`config.mk`:
```
export PLATFORM = sky130hd
export DESIGN_NAME = prc_seq
export DESIGN_NICKNAME = d
export VERILOG_FILES = /design/src/logic/prc_seq.v
export VERILOG_INCLUDE_DIRS = /design/src /design/src/common
export SDC_FILE = /design/constraint.sdc
export NUM_CORES = 1
export LEC_CHECK = 0
export CELL_PAD_IN_SITES_DETAIL_PLACEMENT = 1
export CELL_PAD_IN_SITES_GLOBAL_PLACEMENT = 1
export CORE_MARGIN = 2
export CORE_UTILIZATION = 52
export DETAILED_ROUTE_END_ITERATION = 10
export DONT_BUFFER_PORTS = 1
export PLACE_DENSITY = 0.94
export SKIP_LAST_GASP = 1
export SLEW_MARGIN = 20
export SYNTH_ARGS = -nofsm -noshare
export SYNTH_HDL_FRONTEND = slang
export SYNTH_SLANG_ARGS = --single-unit
```
`constraint.sdc`:
```
create_clock -name mclk_in -period 5.7 [get_ports mclk_in]
set_input_delay 1.14 -clock mclk_in [delete_from_list [all_inputs] [get_ports mclk_in]]
set_output_delay 1.14 -clock mclk_in [all_outputs]
set_load 0.1 [all_outputs]
```
`src/common/prc_map.vh`:
```
// register map, field positions, reset values and timing counts of the power/reset/clock sequencer
`ifndef PRC_MAP_VH
`define PRC_MAP_VH

`define PRC_CLK_MHZ          200
`define PRC_BTN_START_US     1000
`define PRC_BTN_START_CYC    31'h30D40
`define PRC_LONG_PRESS_MS    5600
`define PRC_LONG_PRESS_CYC   31'h42C1D800
`define PRC_RST_HOLD_CYC     5'h10

`define PRC_OFS_CTRL         8'h00
`define PRC_OFS_VSET         8'h04
`define PRC_OFS_STATUS       8'h08
`define PRC_OFS_IRQ_STAT     8'h0C
`define PRC_OFS_IRQ_MASK     8'h10
`define PRC_OFS_WDOG         8'h14

`define PRC_CTRL_SHUTDOWN    0
`define PRC_CTRL_MULT_LSB    1
`define PRC_CTRL_MULT_MSB    3
`define PRC_CTRL_PLAY        4
`define PRC_CTRL_FLASH_SEL   5
`define PRC_MULT_RST         3'h0
`define PRC_MULT_MAX         3'h6
`define PRC_MULT_PLAY_MAX    3'h5
`define PRC_FLASH_SEL_RST    1'b1

`define PRC_VSET_CORE_LSB    0
`define PRC_VSET_CORE_MSB    3
`define PRC_VSET_ANA_LSB     4
`define PRC_VSET_ANA_MSB     7
`define PRC_VSET_IO33        8
`define PRC_VSET_CORE_RST    4'h8
`define PRC_VSET_ANA_RST     4'h8
`define PRC_VSET_IO33_RST    1'b0

`define PRC_IRQ_BTN_PRESS    0
`define PRC_IRQ_BTN_RELEASE  1
`define PRC_IRQ_LONG_RST     2
`define PRC_IRQ_WDOG_RST     3
`define PRC_IRQ_CORE_RST     4
`define PRC_IRQ_EXT_RST      5
`define PRC_IRQ_W            6

`define PRC_WDOG_W           24

`endif

```
`src/logic/prc_seq.v`:
```
// power-on, reset and clock-multiplier sequencer with an AHB-Lite register slave
//
// The implementer's own choices: the AHB-Lite interface to the registers and the register offsets.
`timescale 1ns/1ps
//
// Functional notes
// - one millisecond button press starts regulators
// - regulators stay on after button release
// - press beyond 5.6 seconds forces system reset
// - core supply below threshold holds reset
// - watchdog expiry and external pin reset too
// - resets reload voltage defaults, never power off
// - only software shutdown bit turns regulators off
// - button level readable as status bit
// - multiplier 1.0 to 4.0, half steps
// - USB attached forces 4.0x multiplier
// - playback mode caps multiplier at 3.5x
// - external reset gates clock, powers core down
// - external reset asynchronous, active low, unfiltered
// - I/O voltage defaults to 1.8 V after reset
// - write strobe pin shared with port0_bit11
// - long press reboots like watchdog reset
`include "prc_map.vh"

module prc_seq #(
  parameter [30:0] BTN_START_CYC  = `PRC_BTN_START_CYC,
  parameter [30:0] LONG_PRESS_CYC = `PRC_LONG_PRESS_CYC,
  parameter        WDOG_W         = `PRC_WDOG_W
) (
  input  wire        mclk_in,
  input  wire        arst_n_in,
  input  wire        hsel_in,
  input  wire [31:0] haddr_in,
  input  wire [1:0]  htrans_in,
  input  wire        hwrite_in,
  input  wire [2:0]  hsize_in,
  input  wire        hready_in,
  input  wire [31:0] hwdata_in,
  output wire        hreadyout_out,
  output wire        hresp_out,
  output reg  [31:0] hrdata_out,
  input  wire        power_button_in,
  input  wire        ext_reset_n_in,
  input  wire        core_below_thr_in,
  input  wire        usb_attached_in,
  input  wire        test_mode_in,
  input  wire        flash_write_strobe_in,
  input  wire        port0_bit11_out_in,
  input  wire        port0_bit11_oe_in,
  input  wire        wr_pin_in,
  output wire        wr_pin_out,
  output wire        wr_pin_oe_out,
  output wire        port0_bit11_out,
  output wire        reg_enable_out,
  output wire        sys_rst_n_out,
  output wire        clk_buf_en_out,
  output wire        core_powerdown_out,
  output wire [2:0]  pll_mult_code_out,
  output wire [3:0]  core_vset_out,
  output wire [3:0]  analog_vset_out,
  output wire        io_3v3_sel_out,
  output wire        irq_out
);

  localparam [1:0] PH_IDLE = 2'h0;
  localparam [1:0] PH_WAIT = 2'h1;
  localparam [1:0] PH_DONE = 2'h2;
  localparam [4:0] HOLD_CYC = `PRC_RST_HOLD_CYC;

  // two-flop synchronisers for pin inputs
  reg  [4:0] sync1_q;
  reg  [4:0] sync2_q;
  wire       btn_s  = sync2_q[0];
  wire       ext_s  = sync2_q[1];
  wire       core_s = sync2_q[2];
  wire       usb_s  = sync2_q[3];
  wire       test_s = sync2_q[4];

  always @(posedge mclk_in or negedge arst_n_in)
  begin
    if (!arst_n_in)
    begin
      sync1_q <= 5'h02;
      sync2_q <= 5'h02;
    end
    else
    begin
      sync1_q <= {test_mode_in, usb_attached_in, core_below_thr_in, ext_reset_n_in, power_button_in};
      sync2_q <= sync1_q;
    end
  end

  // bus phase tracking: one wait state on every transfer
  // write data is used in the wait cycle, while the master drives hwdata
  reg  [1:0]  ph_q;
  reg  [7:0]  addr_q;
  reg         wr_q;
  wire        take = hsel_in & htrans_in[1] & hready_in;

  always @(posedge mclk_in or negedge arst_n_in)
  begin
    if (!arst_n_in)
    begin
      ph_q   <= PH_IDLE;
      addr_q <= 8'h00;
      wr_q   <= 1'b0;
    end
    else
    begin
      case (ph_q)
        PH_WAIT: ph_q <= PH_DONE;
        PH_IDLE, PH_DONE:
        begin
          if (take)
          begin
            ph_q   <= PH_WAIT;
            addr_q <= {haddr_in[7:2], 2'b00};
            wr_q   <= hwrite_in;
          end
          else
            ph_q <= PH_IDLE;
        end
        default: ph_q <= PH_IDLE;
      endcase
    end
  end

  assign hreadyout_out = (ph_q != PH_WAIT);
  assign hresp_out     = 1'b0;

  wire wr_cyc = (ph_q == PH_WAIT) & wr_q;
  wire rd_cyc = (ph_q == PH_WAIT) & ~wr_q;

  // press timer and reset sources
  // the long-press flag allows one reset per press; a release re-arms it
  // writes landing while the system reset is active are dropped, shutdown included
  // a button still held after shutdown restarts the regulators at once
  reg  [30:0]       press_cnt_q;
  reg               long_done_q;
  reg               reg_on_q;
  reg  [4:0]        hold_cnt_q;
  reg  [WDOG_W-1:0] wdog_load_q;
  reg  [WDOG_W-1:0] wdog_cnt_q;
  reg               btn_prev_q;
  reg               core_prev_q;
  reg               ext_prev_q;
  reg               int_rst_q;

  wire long_hit = btn_s & ~long_done_q & (press_cnt_q >= LONG_PRESS_CYC);
  wire wdog_hit = (wdog_load_q != {WDOG_W{1'b0}}) & (wdog_cnt_q == {{(WDOG_W-1){1'b0}}, 1'b1});
  wire shut_wr  = wr_cyc & ~int_rst_q & (addr_q == `PRC_OFS_CTRL) & hwdata_in[`PRC_CTRL_SHUTDOWN];

  always @(posedge mclk_in or negedge arst_n_in)
  begin
    if (!arst_n_in)
    begin
      press_cnt_q <= 31'h0;
      long_done_q <= 1'b0;
      reg_on_q    <= 1'b0;
      hold_cnt_q  <= 5'h00;
      btn_prev_q  <= 1'b0;
      core_prev_q <= 1'b0;
      ext_prev_q  <= 1'b1;
      int_rst_q   <= 1'b1;
    end
    else
    begin
      btn_prev_q  <= btn_s;
      core_prev_q <= core_s;
      ext_prev_q  <= ext_s;
      if (!btn_s)
      begin
        press_cnt_q <= 31'h0;
        long_done_q <= 1'b0;
      end
      else if (press_cnt_q != 31'h7FFFFFFF)
        press_cnt_q <= press_cnt_q + 31'h1;
      if (long_hit)
        long_done_q <= 1'b1;
      if (shut_wr)
        reg_on_q <= 1'b0;
      else if (btn_s && press_cnt_q >= BTN_START_CYC)
        reg_on_q <= 1'b1;
      if (long_hit || wdog_hit)
        hold_cnt_q <= HOLD_CYC;
      else if (hold_cnt_q != 5'h00)
        hold_cnt_q <= hold_cnt_q - 5'h01;
      int_rst_q <= long_hit | wdog_hit | (hold_cnt_q > 5'h01) | core_s | ~ext_s;
    end
  end

  // resets never touch reg_on_q; only supply loss (arst) or shutdown does
  // the external pin acts without the clock; its synchronised copy feeds int_rst_q directly, not hold_cnt_q, and the flags
  assign reg_enable_out     = reg_on_q;
  assign sys_rst_n_out      = ext_reset_n_in & ~int_rst_q;
  assign clk_buf_en_out     = ext_reset_n_in;
  assign core_powerdown_out = ~ext_reset_n_in;

  // software registers except the interrupt mask, reloaded by every system reset
  reg  [2:0] mult_q;
  reg        play_q;
  reg        flash_sel_q;
  reg  [3:0] core_vset_q;
  reg  [3:0] ana_vset_q;
  reg        io33_q;
  reg  [`PRC_IRQ_W-1:0] irq_mask_q;

  always @(posedge mclk_in or negedge arst_n_in)
  begin
    if (!arst_n_in)
    begin
      mult_q      <= `PRC_MULT_RST;
      play_q      <= 1'b0;
      flash_sel_q <= `PRC_FLASH_SEL_RST;
      core_vset_q <= `PRC_VSET_CORE_RST;
      ana_vset_q  <= `PRC_VSET_ANA_RST;
      io33_q      <= `PRC_VSET_IO33_RST;
      irq_mask_q  <= {`PRC_IRQ_W{1'b0}};
      wdog_load_q <= {WDOG_W{1'b0}};
      wdog_cnt_q  <= {WDOG_W{1'b0}};
    end
    else if (int_rst_q)
    begin
      mult_q      <= `PRC_MULT_RST;
      play_q      <= 1'b0;
      flash_sel_q <= `PRC_FLASH_SEL_RST;
      core_vset_q <= `PRC_VSET_CORE_RST;
      ana_vset_q  <= `PRC_VSET_ANA_RST;
      io33_q      <= `PRC_VSET_IO33_RST;
      wdog_load_q <= {WDOG_W{1'b0}};
      wdog_cnt_q  <= {WDOG_W{1'b0}};
    end
    else
    begin
      if (wr_cyc && addr_q == `PRC_OFS_CTRL)
      begin
        mult_q      <= (hwdata_in[`PRC_CTRL_MULT_MSB:`PRC_CTRL_MULT_LSB] > `PRC_MULT_MAX) ?
                       `PRC_MULT_MAX : hwdata_in[`PRC_CTRL_MULT_MSB:`PRC_CTRL_MULT_LSB];
        play_q      <= hwdata_in[`PRC_CTRL_PLAY];
        flash_sel_q <= hwdata_in[`PRC_CTRL_FLASH_SEL];
      end
      if (wr_cyc && addr_q == `PRC_OFS_VSET)
      begin
        core_vset_q <= hwdata_in[`PRC_VSET_CORE_MSB:`PRC_VSET_CORE_LSB];
        ana_vset_q  <= hwdata_in[`PRC_VSET_ANA_MSB:`PRC_VSET_ANA_LSB];
        io33_q      <= hwdata_in[`PRC_VSET_IO33];
      end
      if (wr_cyc && addr_q == `PRC_OFS_IRQ_MASK)
        irq_mask_q <= hwdata_in[`PRC_IRQ_W-1:0];
      if (wr_cyc && addr_q == `PRC_OFS_WDOG)
      begin
        wdog_load_q <= hwdata_in[WDOG_W-1:0];
        wdog_cnt_q  <= hwdata_in[WDOG_W-1:0];
      end
      else if (wdog_load_q != {WDOG_W{1'b0}})
        wdog_cnt_q <= (wdog_cnt_q == {{(WDOG_W-1){1'b0}}, 1'b1}) ? wdog_load_q :
                      wdog_cnt_q - {{(WDOG_W-1){1'b0}}, 1'b1};
    end
  end

  // effective multiplier: USB forces 4.0x, playback caps at 3.5x
  // registered, so a code change reaches the multiplier pins one cycle later
  wire [2:0] mult_eff = usb_s ? `PRC_MULT_MAX :
                        (play_q && mult_q > `PRC_MULT_PLAY_MAX) ? `PRC_MULT_PLAY_MAX :
                        mult_q;
  reg  [2:0] mult_out_q;

  always @(posedge mclk_in or negedge arst_n_in)
  begin
    if (!arst_n_in)
      mult_out_q <= `PRC_MULT_RST;
    else
      mult_out_q <= mult_eff;
  end

  assign pll_mult_code_out = mult_out_q;
  assign core_vset_out     = core_vset_q;
  assign analog_vset_out   = ana_vset_q;
  assign io_3v3_sel_out    = io33_q;

  // shared write strobe / port0_bit11 pin
  assign wr_pin_out      = flash_sel_q ? flash_write_strobe_in : port0_bit11_out_in;
  assign wr_pin_oe_out   = flash_sel_q ? 1'b1 : port0_bit11_oe_in;
  assign port0_bit11_out = wr_pin_in;

  // sticky event flags, cleared by reading; a new event wins over the clear
  reg  [`PRC_IRQ_W-1:0] irq_stat_q;
  wire [`PRC_IRQ_W-1:0] irq_set;
  assign irq_set[`PRC_IRQ_BTN_PRESS]   = btn_s & ~btn_prev_q;
  assign irq_set[`PRC_IRQ_BTN_RELEASE] = ~btn_s & btn_prev_q;
  assign irq_set[`PRC_IRQ_LONG_RST]    = long_hit;
  assign irq_set[`PRC_IRQ_WDOG_RST]    = wdog_hit;
  assign irq_set[`PRC_IRQ_CORE_RST]    = core_s & ~core_prev_q;
  assign irq_set[`PRC_IRQ_EXT_RST]     = ~ext_s & ext_prev_q;
  wire irq_rd = rd_cyc & (addr_q == `PRC_OFS_IRQ_STAT);

  genvar gi;
  generate
    for (gi = 0; gi < `PRC_IRQ_W; gi = gi + 1)
    begin : g_irq
      always @(posedge mclk_in or negedge arst_n_in)
      begin
        if (!arst_n_in)
          irq_stat_q[gi] <= 1'b0;
        else if (irq_set[gi])
          irq_stat_q[gi] <= 1'b1;
        else if (irq_rd)
          irq_stat_q[gi] <= 1'b0;
      end
    end
  endgenerate

  assign irq_out = |(irq_stat_q & irq_mask_q);

  // read data, registered in the wait cycle
  // watchdog: a non-zero period counts down to a reset, and that reset clears the period; writing zero stops it
  reg [31:0] rd_mux;

  always @*
  begin
    rd_mux = 32'h00000000;
    case (addr_q)
      `PRC_OFS_CTRL:     rd_mux = {26'h0, flash_sel_q, play_q, mult_q, 1'b0};
      `PRC_OFS_VSET:     rd_mux = {23'h0, io33_q, ana_vset_q, core_vset_q};
      `PRC_OFS_STATUS:   rd_mux = {25'h0, test_s, usb_s, mult_out_q, reg_on_q, btn_s};
      `PRC_OFS_IRQ_STAT: rd_mux = {{(32-`PRC_IRQ_W){1'b0}}, irq_stat_q};
      `PRC_OFS_IRQ_MASK: rd_mux = {{(32-`PRC_IRQ_W){1'b0}}, irq_mask_q};
      `PRC_OFS_WDOG:     rd_mux = {{(32-WDOG_W){1'b0}}, wdog_load_q};
      default:           rd_mux = 32'h00000000;
    endcase
  end

  always @(posedge mclk_in or negedge arst_n_in)
  begin
    if (!arst_n_in)
      hrdata_out <= 32'h00000000;
    else if (rd_cyc)
      hrdata_out <= rd_mux;
  end

endmodule // prc_seq

```
==> summary.md <==
| Metric | Value |
|---|---|
| Core box area | 15300 um^2 |
| Simple-gate portion of the synthesized area | 23.4% |
| First-pass GRT wire length | 40600 um |
| Tcrit/Tclk final | 63.4% |
| Register area share after synthesis | 49.7% |
| Layout cells sized above 1 | 8.36% |
| Met3 GRT Util | 7.76% |
| Detailed-route DRC error count | 0 |
| Yosys top cell area share | 47.4% |
| CTS max path bufs | 2 |
| Crit path to | sys_rst_n_out |
| R2R depth | 6 |
| Most frequent cell after synthesis | nand2_1 |
| 1st-iter DRT viols | 709 |
| Fin. Hold Viols | 0 |
| P_leak | 3.90 nW |
| Synth Area in Adders | 1.07% |
| Yosys warnings | 0 |
| CTS Buf Count | 17 |
| Num rows | 45 |
| Grt met1 use | 38.5% |
| Proportion of synthesized area in mux cells | 3.92% |
| Slew at the pin closest to its max-slew limit | 1160 ps |
| Vias in the first global route | 7410 |
| PostCTS Resize Cnt | 0 |
| Status | finished clean |
| R2r endpoint | wdog_cnt_q[16] |
| Final setup TNS | 0 ps |
| XOR/XNOR share of the synthesized area | 3.11% |
| Ports | 137 |
| Via density | 6.49 |
| DPL Wire Length | 16100 um |
| Post-synth ARST share | 100% |
| CP bufs+invs | 1 |
| Syn Area/Cell | 9.28 um^2 |
| Critical path's largest stage delay | 970 ps |
| PwrDens | 303 nW/um^2 |
| Worst EP arrival | 2470 ps |
| Post-synth EDFFs | 0 |
| Die width | 129 um |
| Final Slew Violations | 0 |
| PortBufs | 0 |
| Clk_lat worst skew | 450 ps |
| Pre-antenna DRT Iters | 5 |
| Worst setup EP type | primary output |
| Most Crowded Layer GR | met2 |
| RR Startpoint | wdog_cnt_q[7] |
| Final min period | 3610 ps |
| Grt ovf | 0 |
| Vias | 7040 |
| CP Data Required Time | 4560 ps |
| Critical Path Start | ext_reset_n_in |
| Syn Inst Count | 881 |
| H-tree levels | 4 |
| Die area | 16700 um^2 |
| Die Y | 129 um |
| WHS | 355 ps |
| CTS tree | yes |
| Clock Sinks | 162 |
| Global routing usage on met2 | 54.0% |
| Worst-path maximum fanout | 3 |
| RD Place Congestion | 0.897 |
| Main flop type after synthesis | dfrtp_1 |
| RSZ-0062 raised after global routing | false |
| WL final | 25000 um |
| VDD IR max | 0.241 mV |
| Utilization after layout | 57.9% |
| Pwr Total | 2.68 mW |
| Crit path max-delay cell type | nor2_2 |
| Startpoint types | input pin |
| Clock root cell | clkbuf_16 |
| ANT cells | 0 |
| Fill cells | 1731 |
| P&R area growth vs syn | 8.11% |
| CTS clk-pin slew, worst paths | 70 ps |
| Synthesized area | 8180 um^2 |
| Aggregate global-route resource usage | 31.6% |
| Crit path depth | 2 |
| Crit-path cells | inv_1 -> nor2_2 |
| Hold_sp | sync1_q[3] |
| Cell variety after synth | 74 |
| Antenna violations before repair | 0 |
| # hold bufs at CTS | 0 |
| Antenna violation net count after detailed routing | 0 |
| Compound-cell area share of the yosys netlist | 14.7% |
| Cell family with most CP delay | simple AND/OR/NAND/NOR gates |
| Final setup fails | 0 |
| R2R Setup Slk | 2540 ps |
| Top cells by count, synth | nand2_1 (157), dfrtp_1 (155), nor2_1 (84) |
| Post-CTS setup buffers | 0 |
| Min-delay worst type | register to register |
| Critical setup path kind | input pin to primary output |
| Layout Nets | 950 |
| Synth top area cells | dfrtp_1 (47%), nand2_1 (7.2%), nor2_1 (3.9%) |
| Cell taking the most area after synthesis | dfrtp_1 |
| Yosys reg bits | 162 |
| Max cap viols | 0 |
| Max Fclk | 277 MHz |
| Largest net degree at the start of global routing | 163 |
| Routed wire per std cell | 23.1 um |
| Initial core utilization | 53.6% |
| Clock Skew | 9.25 ps |
| Largest family of logic cells by synthesized area | simple AND/OR/NAND/NOR gates |
| Relative slew slack | 22.5% |
[logic make-up (layout without fill, tap and decap cells)]
| kind of cell | after synthesis | count (layout) |
|---|---|---|
| buf+inv | 71 | 55 |
| compound gates | 175 | 175 |
| simple gates | 405 | 405 |
| flops | 162 | 162 |
| mux | 31 | 31 |
| fa+ha+maj | 7 | 7 |
| other cells | 1 | 9 |
| xor+xnor | 29 | 29 |
[final cells by class]
cell class              instances  area [um^2]  area share (%)
flip-flops and latches        162         4060            46.0
multi-input cells             656         3830            43.3
clock buffers                  20          457            5.17
well taps                     211          264            2.99
clock inverters                12          123            1.39
inverters                      18         67.6           0.764
repair buffers                  5         37.5           0.425
[layer usage]
metal | vias to the layer above | part of all wire [%]
li1 | 3097 | -
met1 | 3607 | 39
met2 | 275 | 51
met3 | 61 | 6.3
met4 | 0 | 3.0
met5 | - | 0
[cells in the final DEF (no fill, tap or decap), types with 9 or more instances in the layout]
master | synthesis | routed
xor2_1 | 15 | 15
nand3_1 | 44 | 43
mux2i_1 | 23 | 23
o22ai_1 | 11 | 11
nand2_1 | 157 | 157
xnor2_1 | 14 | 14
conb_1 | 1 | 9
nor4_1 | 20 | 20
a21oi_1 | 46 | 46
inv_1 | 16 | 16
and3_1 | 11 | 11
nor3_1 | 28 | 25
dfrtp_1 | 155 | 155
nor2_1 | 84 | 83
a21o_1 | 9 | 9
clkbuf_16 | 0 | 17
nand4_1 | 12 | 12
o21ai_0 | 24 | 24
[sequential cells by signal, summed over array words and instances (netlist names), 4 cells and up]
| register | flops |
|---|---|
| sync2_q | 5 |
| wdog_cnt_q | 24 |
| irq_mask_q | 6 |
| press_cnt_q | 31 |
| addr_q | 6 |
| hold_cnt_q | 5 |
| sync1_q | 5 |
| core_vset_out | 4 |
| wdog_load_q | 24 |
| irq_stat_q | 6 |
| hrdata_out | 24 |
| analog_vset_out | 4 |
[worst min path at each step]
| stage | endpoint | slack [ps] | depth (start not counted) |
|---|---|---|---|
| floorplan | sync2_q[0] | 330 | 0 |
| global placement | sync2_q[0] | 330 | 0 |
| finish | sync2_q[3] | 360 | 0 |
| detailed placement | sync2_q[3] | 340 | 0 |
| CTS | sync2_q[3] | 360 | 0 |
| global route | addr_q[7] | 370 | 0 |
[where the power goes]
group | internal, mW | switching, mW | leakage (nW)
sequential | 1.20 | 0.119 | 2.14
clock | 0.631 | 0.501 | 0.268
combinational | 0.0732 | 0.162 | 1.48
[per-stage QoR]
stage,cell area [um^2],instances,worst slack [ps]
final,8840,1084,2090
after global routing,8840,1084,2070
after CTS,8830,1084,2080
after detailed placement,8250,1052,2080
after global placement,8250,1052,2090
after floorplan,8210,889,1640
Note: power is estimated with default switching activity, not from simulation.
